--- config.mk ---
export PLATFORM = sky130hd
export DESIGN_NAME = serial_peripheral_port
export DESIGN_NICKNAME = d
export VERILOG_FILES = /design/src/design/spi_port_pkg.sv /design/src/design/serial_peripheral_port.sv /design/src/design/rx_fifo.sv
export SDC_FILE = /design/constraint.sdc
export NUM_CORES = 1
export LEC_CHECK = 0
export BUFFER_PORTS_ARGS = -buffer_cell sky130_fd_sc_hd__buf_2
export CAP_MARGIN = 20
export CORE_ASPECT_RATIO = 1.2
export CORE_MARGIN = 4
export CORE_UTILIZATION = 24
export CTS_CLUSTER_DIAMETER = 200
export DETAILED_ROUTE_END_ITERATION = 12
export GPL_ROUTABILITY_DRIVEN = 0
export GPL_TIMING_DRIVEN = 1
export PLACE_DENSITY = 0.39
export SLEW_MARGIN = 15
export SYNTH_ARGS = -nofsm -noshare
export SYNTH_HDL_FRONTEND = slang
export SYNTH_HIERARCHICAL = 1
export SYNTH_SLANG_ARGS = --single-unit
--- constraint.sdc ---
create_clock -name i_ref_clk -period 6.02 [get_ports i_ref_clk]
set_clock_uncertainty 0.05 [all_clocks]
set_input_delay 1.204 -clock i_ref_clk [delete_from_list [all_inputs] [get_ports i_ref_clk]]
set_output_delay 1.204 -clock i_ref_clk [all_outputs]
set_load 0.01 [all_outputs]
--- src/design/spi_port_pkg.sv ---
// Constants and carrier types for the serial peripheral port
// Notes on behaviour
// - Data goes out on MOSI and in on MISO in one shared clocked exchange.
// - Master never drives slave select; software handles it as a plain pin.
// - Master data write starts the clock generator, which shifts exactly eight bits; the code ignores a master write while the receive FIFO is full.
// - After a byte the master clock stops and the done flag sets.
// - Done flag with interrupt enable raises an interrupt request, master or slave.
// - Master starts the next byte on a new data write after completion; the code does not take the write while the receive FIFO is full.
// - Last received byte is held in a receive buffer for reading.
// - Slave with select high stays inactive, MISO not driven.
// - Slave may load data while deselected; it shifts only once selected.
// - Slave accepts new transmit data before the received byte is read.
// - Transmit is single buffered; writes during a shift are not taken.
// - Receive is double buffered; an unread byte is overwritten by the next.
// - Enabled port forces MISO input in master, MOSI SCK select input in slave.
// - Port stays disabled while its power reduce bit is one.
// - Bit order selects least or most significant bit first.
// - Master offers seven clock rates, including divide by two.
// - Port runs in idle sleep and a done transfer can wake the processor.
// - Rate bits with double bit pick divisor 4,16,64,128 or 2,8,32,64.
// - Idle level bit sets SCK idle; sample edge bit picks sample edge.
// - Data write during a transfer sets the write collision flag.
// - Master with select input driven low drops to slave and sets done flag.
package spi_port_pkg;

  localparam int          BYTE_W        = 8;
  localparam int          EDGES_BYTE    = 16;
  localparam int          RX_FIFO_DEPTH = 32;
  localparam int          CLK_PERIOD_NS = 40;
  localparam logic [5:0]  HALF_DIV4     = 6'h02;
  localparam logic [5:0]  HALF_DIV16    = 6'h08;
  localparam logic [5:0]  HALF_DIV64    = 6'h20;
  localparam logic [5:0]  HALF_DIV128   = 6'h40 - 6'h01;
  localparam logic [5:0]  HALF_DIV2     = 6'h01;
  localparam logic [5:0]  HALF_DIV8     = 6'h04;
  localparam logic [5:0]  HALF_DIV32    = 6'h10;
  localparam logic [7:0]  DATA_RESET    = 8'h00;
  localparam logic [3:0]  SYNC_RESET    = 4'h4;

  typedef struct packed {
    logic       transfer_irq_enable;
    logic       bit_order_select;
    logic       master_select_bit;
    logic       idle_level_select;
    logic       sample_edge_select;
    logic       rate_select_high;
    logic       rate_select_low;
    logic       double_rate_bit;
  } port_control_type;

  localparam port_control_type CTRL_RESET = '{default: 1'b0};

  typedef struct packed {
    logic       mosi_dir;
    logic       miso_dir;
    logic       sck_dir;
    logic       ss_is_input;
  } pin_dir_type;

  typedef enum logic [2:0] {
    ST_IDLE   = 3'h1,
    ST_MASTER = 3'h2,
    ST_SLAVE  = 3'h4
  } port_state_type;

endpackage

--- src/design/serial_peripheral_port.sv ---
// Master and slave byte serial port with receive stream FIFO
`timescale 1ns/10ps
module serial_peripheral_port
  import spi_port_pkg::*;
#(
  parameter int FIFO_DEPTH = RX_FIFO_DEPTH
) (
  input  wire logic             i_ref_clk,
  input  wire logic             i_rst,
  input  wire logic             i_enable,
  input  wire logic             i_power_reduce,
  input  wire logic             i_idle_sleep,
  input  wire logic             i_ctrl_wr,
  input  wire port_control_type i_ctrl,
  input  wire pin_dir_type      i_pin_dir,
  input  wire logic             i_data_wr,
  input  wire logic [7:0]       i_data_wdata,
  input  wire logic             i_rx_read,
  input  wire logic             i_flag_clear,
  input  wire logic             i_stream_ready,
  input  wire logic             i_sck_i,
  input  wire logic             i_mosi_i,
  input  wire logic             i_miso_i,
  input  wire logic             i_ss_n_i,
  output logic                  o_sck_o,
  output logic                  o_sck_oe,
  output logic                  o_mosi_o,
  output logic                  o_mosi_oe,
  output logic                  o_miso_o,
  output logic                  o_miso_oe,
  output port_control_type      o_ctrl,
  output logic [7:0]            o_rx_data,
  output logic                  o_transfer_done_flag,
  output logic                  o_write_collision_flag,
  output logic                  o_rx_overrun,
  output logic                  o_data_ready,
  output logic                  o_irq,
  output logic                  o_wake_req,
  output logic                  o_stream_valid,
  output logic [7:0]            o_stream_data
);

  if (FIFO_DEPTH < 2) begin : g_chk
    $error("serial_peripheral_port needs a FIFO of two words or more");
  end

  // ----------------------------------------
  // Pin synchronisers
  // ----------------------------------------
  logic [3:0]       meta_reg;
  logic [3:0]       sync_reg;
  logic             sck_s;
  logic             ss_n_s;
  logic             mosi_s;
  logic             miso_s;

  always_ff @(posedge i_ref_clk or posedge i_rst) begin
    if (i_rst) begin
      meta_reg <= SYNC_RESET;
      sync_reg <= SYNC_RESET;
    end else begin
      meta_reg <= {i_sck_i, i_ss_n_i, i_mosi_i, i_miso_i};
      sync_reg <= meta_reg;
    end
  end

  assign {sck_s, ss_n_s, mosi_s, miso_s} = sync_reg;

  // ----------------------------------------
  // Control and state
  // ----------------------------------------
  port_control_type ctrl_reg;
  port_state_type   state_reg;
  logic             enabled;
  logic [5:0]       half_cnt_reg;
  logic [3:0]       edge_cnt_reg;
  logic [3:0]       bit_cnt_reg;
  logic             sck_level_reg;
  logic             sck_prev_reg;
  logic [7:0]       tx_reg;
  logic [7:0]       rx_reg;
  logic [7:0]       rx_next;
  logic             out_bit_reg;
  logic [5:0]       half_sel;
  logic             fault;
  logic             busy;
  logic             write_ok;
  logic             start;
  logic             edge_ev;
  logic             leading;
  logic             sample;
  logic             setup;
  logic             done;
  logic             m_edge;
  logic             fifo_in_ready;
  logic             unread_reg;
  logic             collide;
  logic [10:0]      byte_cyc_reg;

  assign enabled = i_enable & ~i_power_reduce;

  always_comb begin
    case ({ctrl_reg.double_rate_bit, ctrl_reg.rate_select_high,
           ctrl_reg.rate_select_low})
      3'h0:    half_sel = HALF_DIV4;
      3'h1:    half_sel = HALF_DIV16;
      3'h2:    half_sel = HALF_DIV64;
      3'h3:    half_sel = HALF_DIV128 + 6'h01;
      3'h4:    half_sel = HALF_DIV2;
      3'h5:    half_sel = HALF_DIV8;
      3'h6:    half_sel = HALF_DIV32;
      default: half_sel = HALF_DIV64;
    endcase
  end

  assign fault = enabled & ctrl_reg.master_select_bit
               & i_pin_dir.ss_is_input & ~ss_n_s;

  assign busy = (state_reg == ST_MASTER)
              | ((state_reg == ST_SLAVE) & (bit_cnt_reg != 4'h0));

  assign collide  = enabled & i_data_wr & busy;
  assign write_ok = enabled & i_data_wr & ~busy & ~fault
                  & (fifo_in_ready | ~ctrl_reg.master_select_bit);
  assign start    = write_ok & ctrl_reg.master_select_bit;

  assign m_edge  = (state_reg == ST_MASTER) & (half_cnt_reg == 6'h00);
  assign edge_ev = m_edge
                 | ((state_reg == ST_SLAVE) & (sck_s != sck_prev_reg));
  assign leading = (state_reg == ST_MASTER) ? ~edge_cnt_reg[0]
                 : (sck_s != ctrl_reg.idle_level_select);
  assign sample  = edge_ev & (leading ^ ctrl_reg.sample_edge_select);
  assign setup   = edge_ev & ~(leading ^ ctrl_reg.sample_edge_select);

  always_comb begin
    rx_next = rx_reg;
    if (sample) begin
      if (ctrl_reg.bit_order_select) begin
        rx_next = {(ctrl_reg.master_select_bit ? miso_s : mosi_s), rx_reg[7:1]};
      end else begin
        rx_next = {rx_reg[6:0], (ctrl_reg.master_select_bit ? miso_s : mosi_s)};
      end
    end
  end

  assign done = (m_edge & (edge_cnt_reg == 4'(EDGES_BYTE - 1)))
              | ((state_reg == ST_SLAVE) & sample & (bit_cnt_reg == 4'(BYTE_W - 1)));

  always_ff @(posedge i_ref_clk or posedge i_rst) begin
    if (i_rst) begin
      ctrl_reg <= CTRL_RESET;
    end else if (fault) begin
      ctrl_reg                   <= i_ctrl_wr ? i_ctrl : ctrl_reg;
      ctrl_reg.master_select_bit <= 1'b0;
    end else if (i_ctrl_wr) begin
      ctrl_reg <= i_ctrl;
    end
  end

  always_ff @(posedge i_ref_clk or posedge i_rst) begin
    if (i_rst) begin
      state_reg <= ST_IDLE;
    end else begin
      case (state_reg)
        ST_IDLE: begin
          if (start) begin
            state_reg <= ST_MASTER;
          end else if (enabled & ~ctrl_reg.master_select_bit & ~ss_n_s) begin
            state_reg <= ST_SLAVE;
          end
        end
        ST_MASTER: begin
          if (~enabled | fault | done) begin
            state_reg <= ST_IDLE;
          end
        end
        ST_SLAVE: begin
          if (~enabled | ss_n_s | ctrl_reg.master_select_bit) begin
            state_reg <= ST_IDLE;
          end
        end
        default: state_reg <= ST_IDLE;
      endcase
    end
  end

  // ----------------------------------------
  // Clock generator and bit counters
  // ----------------------------------------
  always_ff @(posedge i_ref_clk or posedge i_rst) begin
    if (i_rst) begin
      half_cnt_reg <= 6'h00;
      edge_cnt_reg <= 4'h0;
    end else if (start) begin
      half_cnt_reg <= half_sel - 6'h01;
      edge_cnt_reg <= 4'h0;
    end else if (m_edge) begin
      half_cnt_reg <= half_sel - 6'h01;
      edge_cnt_reg <= edge_cnt_reg + 4'h1;
    end else if (state_reg == ST_MASTER) begin
      half_cnt_reg <= half_cnt_reg - 6'h01;
    end
  end

  always_ff @(posedge i_ref_clk or posedge i_rst) begin
    if (i_rst) begin
      sck_level_reg <= 1'b0;
      sck_prev_reg  <= 1'b0;
    end else begin
      sck_prev_reg <= sck_s;
      if (m_edge & ~fault) begin
        sck_level_reg <= ~sck_level_reg;
      end else if (state_reg != ST_MASTER) begin
        sck_level_reg <= ctrl_reg.idle_level_select;
      end
    end
  end

  always_ff @(posedge i_ref_clk or posedge i_rst) begin
    if (i_rst) begin
      bit_cnt_reg <= 4'h0;
    end else if (start | done | (state_reg == ST_IDLE)) begin
      bit_cnt_reg <= 4'h0;
    end else if (sample) begin
      bit_cnt_reg <= bit_cnt_reg + 4'h1;
    end
  end

  // ----------------------------------------
  // Shift registers
  // ----------------------------------------
  always_ff @(posedge i_ref_clk or posedge i_rst) begin
    if (i_rst) begin
      tx_reg      <= DATA_RESET;
      out_bit_reg <= 1'b0;
    end else if (write_ok) begin
      tx_reg      <= i_data_wdata;
      out_bit_reg <= ctrl_reg.bit_order_select ? i_data_wdata[0] : i_data_wdata[7];
    end else if (setup & (bit_cnt_reg != 4'h0)) begin
      if (ctrl_reg.bit_order_select) begin
        tx_reg      <= {1'b0, tx_reg[7:1]};
        out_bit_reg <= tx_reg[1];
      end else begin
        tx_reg      <= {tx_reg[6:0], 1'b0};
        out_bit_reg <= tx_reg[6];
      end
    end
  end

  always_ff @(posedge i_ref_clk or posedge i_rst) begin
    if (i_rst) begin
      rx_reg <= DATA_RESET;
    end else begin
      rx_reg <= rx_next;
    end
  end

  // ----------------------------------------
  // Receive buffer and status
  // ----------------------------------------
  always_ff @(posedge i_ref_clk or posedge i_rst) begin
    if (i_rst) begin
      o_rx_data  <= DATA_RESET;
      unread_reg <= 1'b0;
    end else if (done) begin
      o_rx_data  <= rx_next;
      unread_reg <= 1'b1;
    end else if (i_rx_read) begin
      unread_reg <= 1'b0;
    end
  end

  always_ff @(posedge i_ref_clk or posedge i_rst) begin
    if (i_rst) begin
      o_transfer_done_flag   <= 1'b0;
      o_write_collision_flag <= 1'b0;
      o_rx_overrun           <= 1'b0;
    end else begin
      if (done | fault) begin
        o_transfer_done_flag <= 1'b1;
      end else if (i_flag_clear) begin
        o_transfer_done_flag <= 1'b0;
      end
      if (collide) begin
        o_write_collision_flag <= 1'b1;
      end else if (i_flag_clear) begin
        o_write_collision_flag <= 1'b0;
      end
      if (done & unread_reg & ~i_rx_read) begin
        o_rx_overrun <= 1'b1;
      end else if (i_flag_clear) begin
        o_rx_overrun <= 1'b0;
      end
    end
  end

  always_ff @(posedge i_ref_clk or posedge i_rst) begin
    if (i_rst) begin
      o_irq      <= 1'b0;
      o_wake_req <= 1'b0;
    end else begin
      o_irq      <= o_transfer_done_flag & ctrl_reg.transfer_irq_enable;
      o_wake_req <= o_transfer_done_flag & ctrl_reg.transfer_irq_enable
                  & i_idle_sleep;
    end
  end

  // ----------------------------------------
  // Pin drive and direction override
  // ----------------------------------------
  always_ff @(posedge i_ref_clk or posedge i_rst) begin
    if (i_rst) begin
      o_sck_oe     <= 1'b0;
      o_mosi_oe    <= 1'b0;
      o_miso_oe    <= 1'b0;
      o_data_ready <= 1'b0;
      o_ctrl       <= CTRL_RESET;
    end else begin
      o_sck_oe     <= enabled & ctrl_reg.master_select_bit & i_pin_dir.sck_dir;
      o_mosi_oe    <= enabled & ctrl_reg.master_select_bit & i_pin_dir.mosi_dir;
      o_miso_oe    <= enabled & ~ctrl_reg.master_select_bit & ~ss_n_s
                    & i_pin_dir.miso_dir;
      o_data_ready <= enabled & ~busy & ~start
                    & (fifo_in_ready | ~ctrl_reg.master_select_bit);
      o_ctrl       <= ctrl_reg;
    end
  end

  assign o_sck_o  = sck_level_reg;
  assign o_mosi_o = out_bit_reg;
  assign o_miso_o = out_bit_reg;

  rx_fifo #(
    .WIDTH (BYTE_W),
    .DEPTH (FIFO_DEPTH)
  ) u_rx_fifo (
    .i_ref_clk   (i_ref_clk),
    .i_rst       (i_rst),
    .i_in_valid  (done),
    .o_in_ready  (fifo_in_ready),
    .i_in_data   (rx_next),
    .o_out_valid (o_stream_valid),
    .i_out_ready (i_stream_ready),
    .o_out_data  (o_stream_data)
  );

  // ----------------------------------------
  // Assertions
  // ----------------------------------------
  // Cycles spent in the current master byte
  always_ff @(posedge i_ref_clk or posedge i_rst) begin
    if (i_rst) begin
      byte_cyc_reg <= 11'h000;
    end else if (start) begin
      byte_cyc_reg <= 11'h000;
    end else if (state_reg == ST_MASTER) begin
      byte_cyc_reg <= byte_cyc_reg + 11'h001;
    end
  end
endmodule

--- src/design/rx_fifo.sv ---
// Receive byte FIFO with valid and ready on both sides
`timescale 1ns/10ps
module rx_fifo
  import spi_port_pkg::*;
#(
  parameter int WIDTH = BYTE_W,
  parameter int DEPTH = RX_FIFO_DEPTH
) (
  input  wire logic             i_ref_clk,
  input  wire logic             i_rst,
  input  wire logic             i_in_valid,
  output logic                  o_in_ready,
  input  wire logic [WIDTH-1:0] i_in_data,
  output logic                  o_out_valid,
  input  wire logic             i_out_ready,
  output logic [WIDTH-1:0]      o_out_data
);
  localparam int AW = $clog2(DEPTH);

  if (DEPTH < 2 || (1 << AW) != DEPTH) begin : g_chk
    $error("rx_fifo depth must be a power of two");
  end

  logic [WIDTH-1:0] mem_reg [DEPTH];
  logic [AW:0]      wr_ptr_reg;
  logic [AW:0]      rd_ptr_reg;
  logic             push;
  logic             pop;

  assign push        = i_in_valid & o_in_ready;
  assign pop         = o_out_valid & i_out_ready;
  assign o_in_ready  = (wr_ptr_reg ^ rd_ptr_reg) != {1'b1, {AW{1'b0}}};
  assign o_out_valid = wr_ptr_reg != rd_ptr_reg;
  assign o_out_data  = mem_reg[rd_ptr_reg[AW-1:0]];

  always_ff @(posedge i_ref_clk) begin
    if (push) begin
      mem_reg[wr_ptr_reg[AW-1:0]] <= i_in_data;
    end
  end

  always_ff @(posedge i_ref_clk or posedge i_rst) begin
    if (i_rst) begin
      wr_ptr_reg <= '0;
      rd_ptr_reg <= '0;
    end else begin
      if (push) begin
        wr_ptr_reg <= wr_ptr_reg + 1'b1;
      end
      if (pop) begin
        rd_ptr_reg <= rd_ptr_reg + 1'b1;
      end
    end
  end

endmodule

==> out/metrics.yaml <==
wl_met3_um: 1680
grt.overflow.total: 0
cts_tree: "yes"
cts_hold_repair.buffers: 0
hp-class: "flop to flop"
clk_latency_ps: 560
cts_sinks: 346
numCtsBuffers: 40
critPathMaxFanout: 21
grt_pass1_wl_um: 55400
synth_edf_count: 256
post-dp-hpwl_um: 24100
status: "finished clean"
p_leak_nw: 5.99
syn-cell-area_um2: 14400
max_cap_viol_count: 0
tightest_slew_ps: 1010
hold_viol_final: 0
fin_ws_ps: 1550
synthesis.nets: 907
timing.rr.end: "u_rx_fifo/mem_reg[26][2]"
ys_seq_area_share_pct: 69.3
wl_um: 37700
ff2ff_setup_slack_ps: 1960
end_kind: "output pin"
fin_cells: 1762
crit_path_cell_trace: "nand3_1, o22ai_1, a211oi_1, a22oi_1, buf_2"
grt_max_degree: 49
grt_setup_unrepaired: "false"
power_mw: 6.03
vias_per_cell: 4.46
grt_pass1_vias: 8286
track_usage_pct: 11.7
vias: 7863
met1_length_um: 16400
setup-tns-final_ps: 0
pre_cts_slack_ps: 1980
endpoint: "o_stream_data[4]"
drtIter0Drc: 569
holdWs_ps: 297
drtPass1Iterations: 5
async_reset_ff_share_pct: 26.0
largest_register_ffs: 256
dieWidth_um: 231
ff2ff_path_depth: 8
cp-start-kind: "flop"
die_height_um: 276
num_antenna_cells: 0
synth.distinct_cells: 69
setup_violations: 0
clockRootBuffer: "clkbuf_16"
path_class: "flop to output pin"
synth_cells: 863
slew_headroom_pct: 32.8
cp-startpoint: "u_rx_fifo/rd_ptr_reg[2]"
min_from: "meta_reg[3]"
period_minus_slack_ps: 4470
routedWlPerCell_um: 21.4
cp.arrival_ps: 3220
ant_nets: 0
htreeDepth: 2
timing.rr.start: "state_reg[2]"
synth_flop_cell: "edfxtp_1"
slew_viol_final: 0
initial_core_util_pct: 24.4
core_area_um2: 58900
cp_slowest_cell: "dfrtp_1"
fill_cells: 5938
yosysWarnings: 6
nets: 982
io-pin-count: 71
drive_gt1_share_pct: 23.1
synth-seq-cells: 346
post_dp_cell_area_um2: 15400
slowest_delay_ps: 1000
clkTransAtPathRegs_ps: 60
max_freq_ghz: 0.224
cts_setup_buffers: 0
port_buffers: 70
antenna_found_initial: 1
fin_util_pct: 28.3
ir_worst_vdd_mv: 0.186
drc: 0
top_layer: "met5"
syn_avg_cell_area_um2: 16.6
final_cell_area_um2: 16700
syn_to_final_growth_pct: 16.1
num_rows: 97
clk_path_buf_depth: 3
dr_wl_met2_um: 18700
cp_data_required_time_ps: 4770
place_inst: 1687
pwr_density_cell_nw_per_um2: 362
finalCritPeriodShare_pct: 74.3
post_cts_resized: 0
dieArea_um2: 63800
per-layer routing:
metal | global-route usage [%] | up-vias
met3 | 2.91 | 70
met2 | 19.9 | 174
met4 | 3.21 | 2
met5 | 0 | -
met1 | 14.8 | 4092
li1 | - | 3525
critical path, delay by kind of cell, from the launching register on:
family                 cells  cell delay (ps)
buffers and inverters      1              180
and+or+nand+nor            1              720
DFF                        1             1000
AOI/OAI and AO/OA          3              750
cell usage after synthesis (all sizes together), types with 3 or more instances:
cell	n	area, um^2
a31oi	11	68.8
xnor2	18	158
a22oi	17	143
a21oi	15	75.1
buf	30	270
nand4	7	43.8
o211ai	16	125
or3b	4	35.0
mux2	37	420
or3	5	31.3
nor3	5	25.0
nand3b	5	37.5
mux2i	51	510
a211oi	13	125
nor2b	7	43.8
o22ai	9	56.3
nor2	58	218
inv	12	45.0
xor2	11	96.3
mux4	41	980
nor3b	4	41.3
dfstp	3	78.8
dfrtp	87	2180
nand3	23	115
ha	10	125
clkbuf	13	53.8
o221ai	8	70.1
o21ai	15	78.8
and3	6	37.5
edfxtp	256	7690
nand2	38	150
and2	4	25.0
how the worst min path moves through the flow:
stage / cells after the start / endpoint
global placement: 0 / sync_reg[3]
CTS: 0 / sync_reg[1]
floorplan: 0 / sync_reg[0]
finish: 0 / sync_reg[3]
global route: 0 / sync_reg[1]
detailed placement: 0 / sync_reg[1]
logic make-up after synthesis:
| kind of cell | Yosys count | synth area share (%) |
|---|---|---|
| AND/OR/NAND/NOR | 177 | 6.21 |
| AO/OA/AOI/OAI | 114 | 5.79 |
| flip-flops | 346 | 69.3 |
| XOR/XNOR | 29 | 1.77 |
| buffers and inverters | 58 | 2.80 |
| multiplexers | 129 | 13.3 |
| adder cells (fa/ha/maj) | 10 | 0.871 |
power breakdown:
group | total, mW | internal [mW] | switching (mW)
Sequential | 2.76 | 2.60 | 0.161
Clock | 2.32 | 1.33 | 0.986
Combinational | 0.955 | 0.424 | 0.531
layout make-up:
class	count	area (um^2)	area share, %
flip-flops and latches	346	9950	59.6
multi-input cells	459	4010	24.1
clock buffers	53	1090	6.54
well taps	792	991	5.94
repair buffers	79	428	2.57
clock inverters	21	160	0.960
inverters	12	46.3	0.278
layout by cell type, fill, tap and decap left out, types with 10 or more instances in the layout:
| cell | n |
|---|---|
| o211ai_1 | 15 |
| mux2i_1 | 51 |
| buf_2 | 71 |
| dfrtp_1 | 86 |
| nor2_1 | 58 |
| clkbuf_1 | 10 |
| mux2_2 | 36 |
| mux4_1 | 15 |
| a21oi_1 | 15 |
| a22oi_1 | 14 |
| xnor2_1 | 18 |
| edfxtp_1 | 256 |
| inv_1 | 11 |
| nand2_1 | 37 |
| ha_1 | 10 |
| o21ai_0 | 12 |
| nand3_1 | 23 |
| xor2_1 | 11 |
| a31oi_1 | 11 |
| mux4_2 | 26 |
| clkbuf_16 | 41 |
No activity file was read; power rests on OpenSTA's default activity.
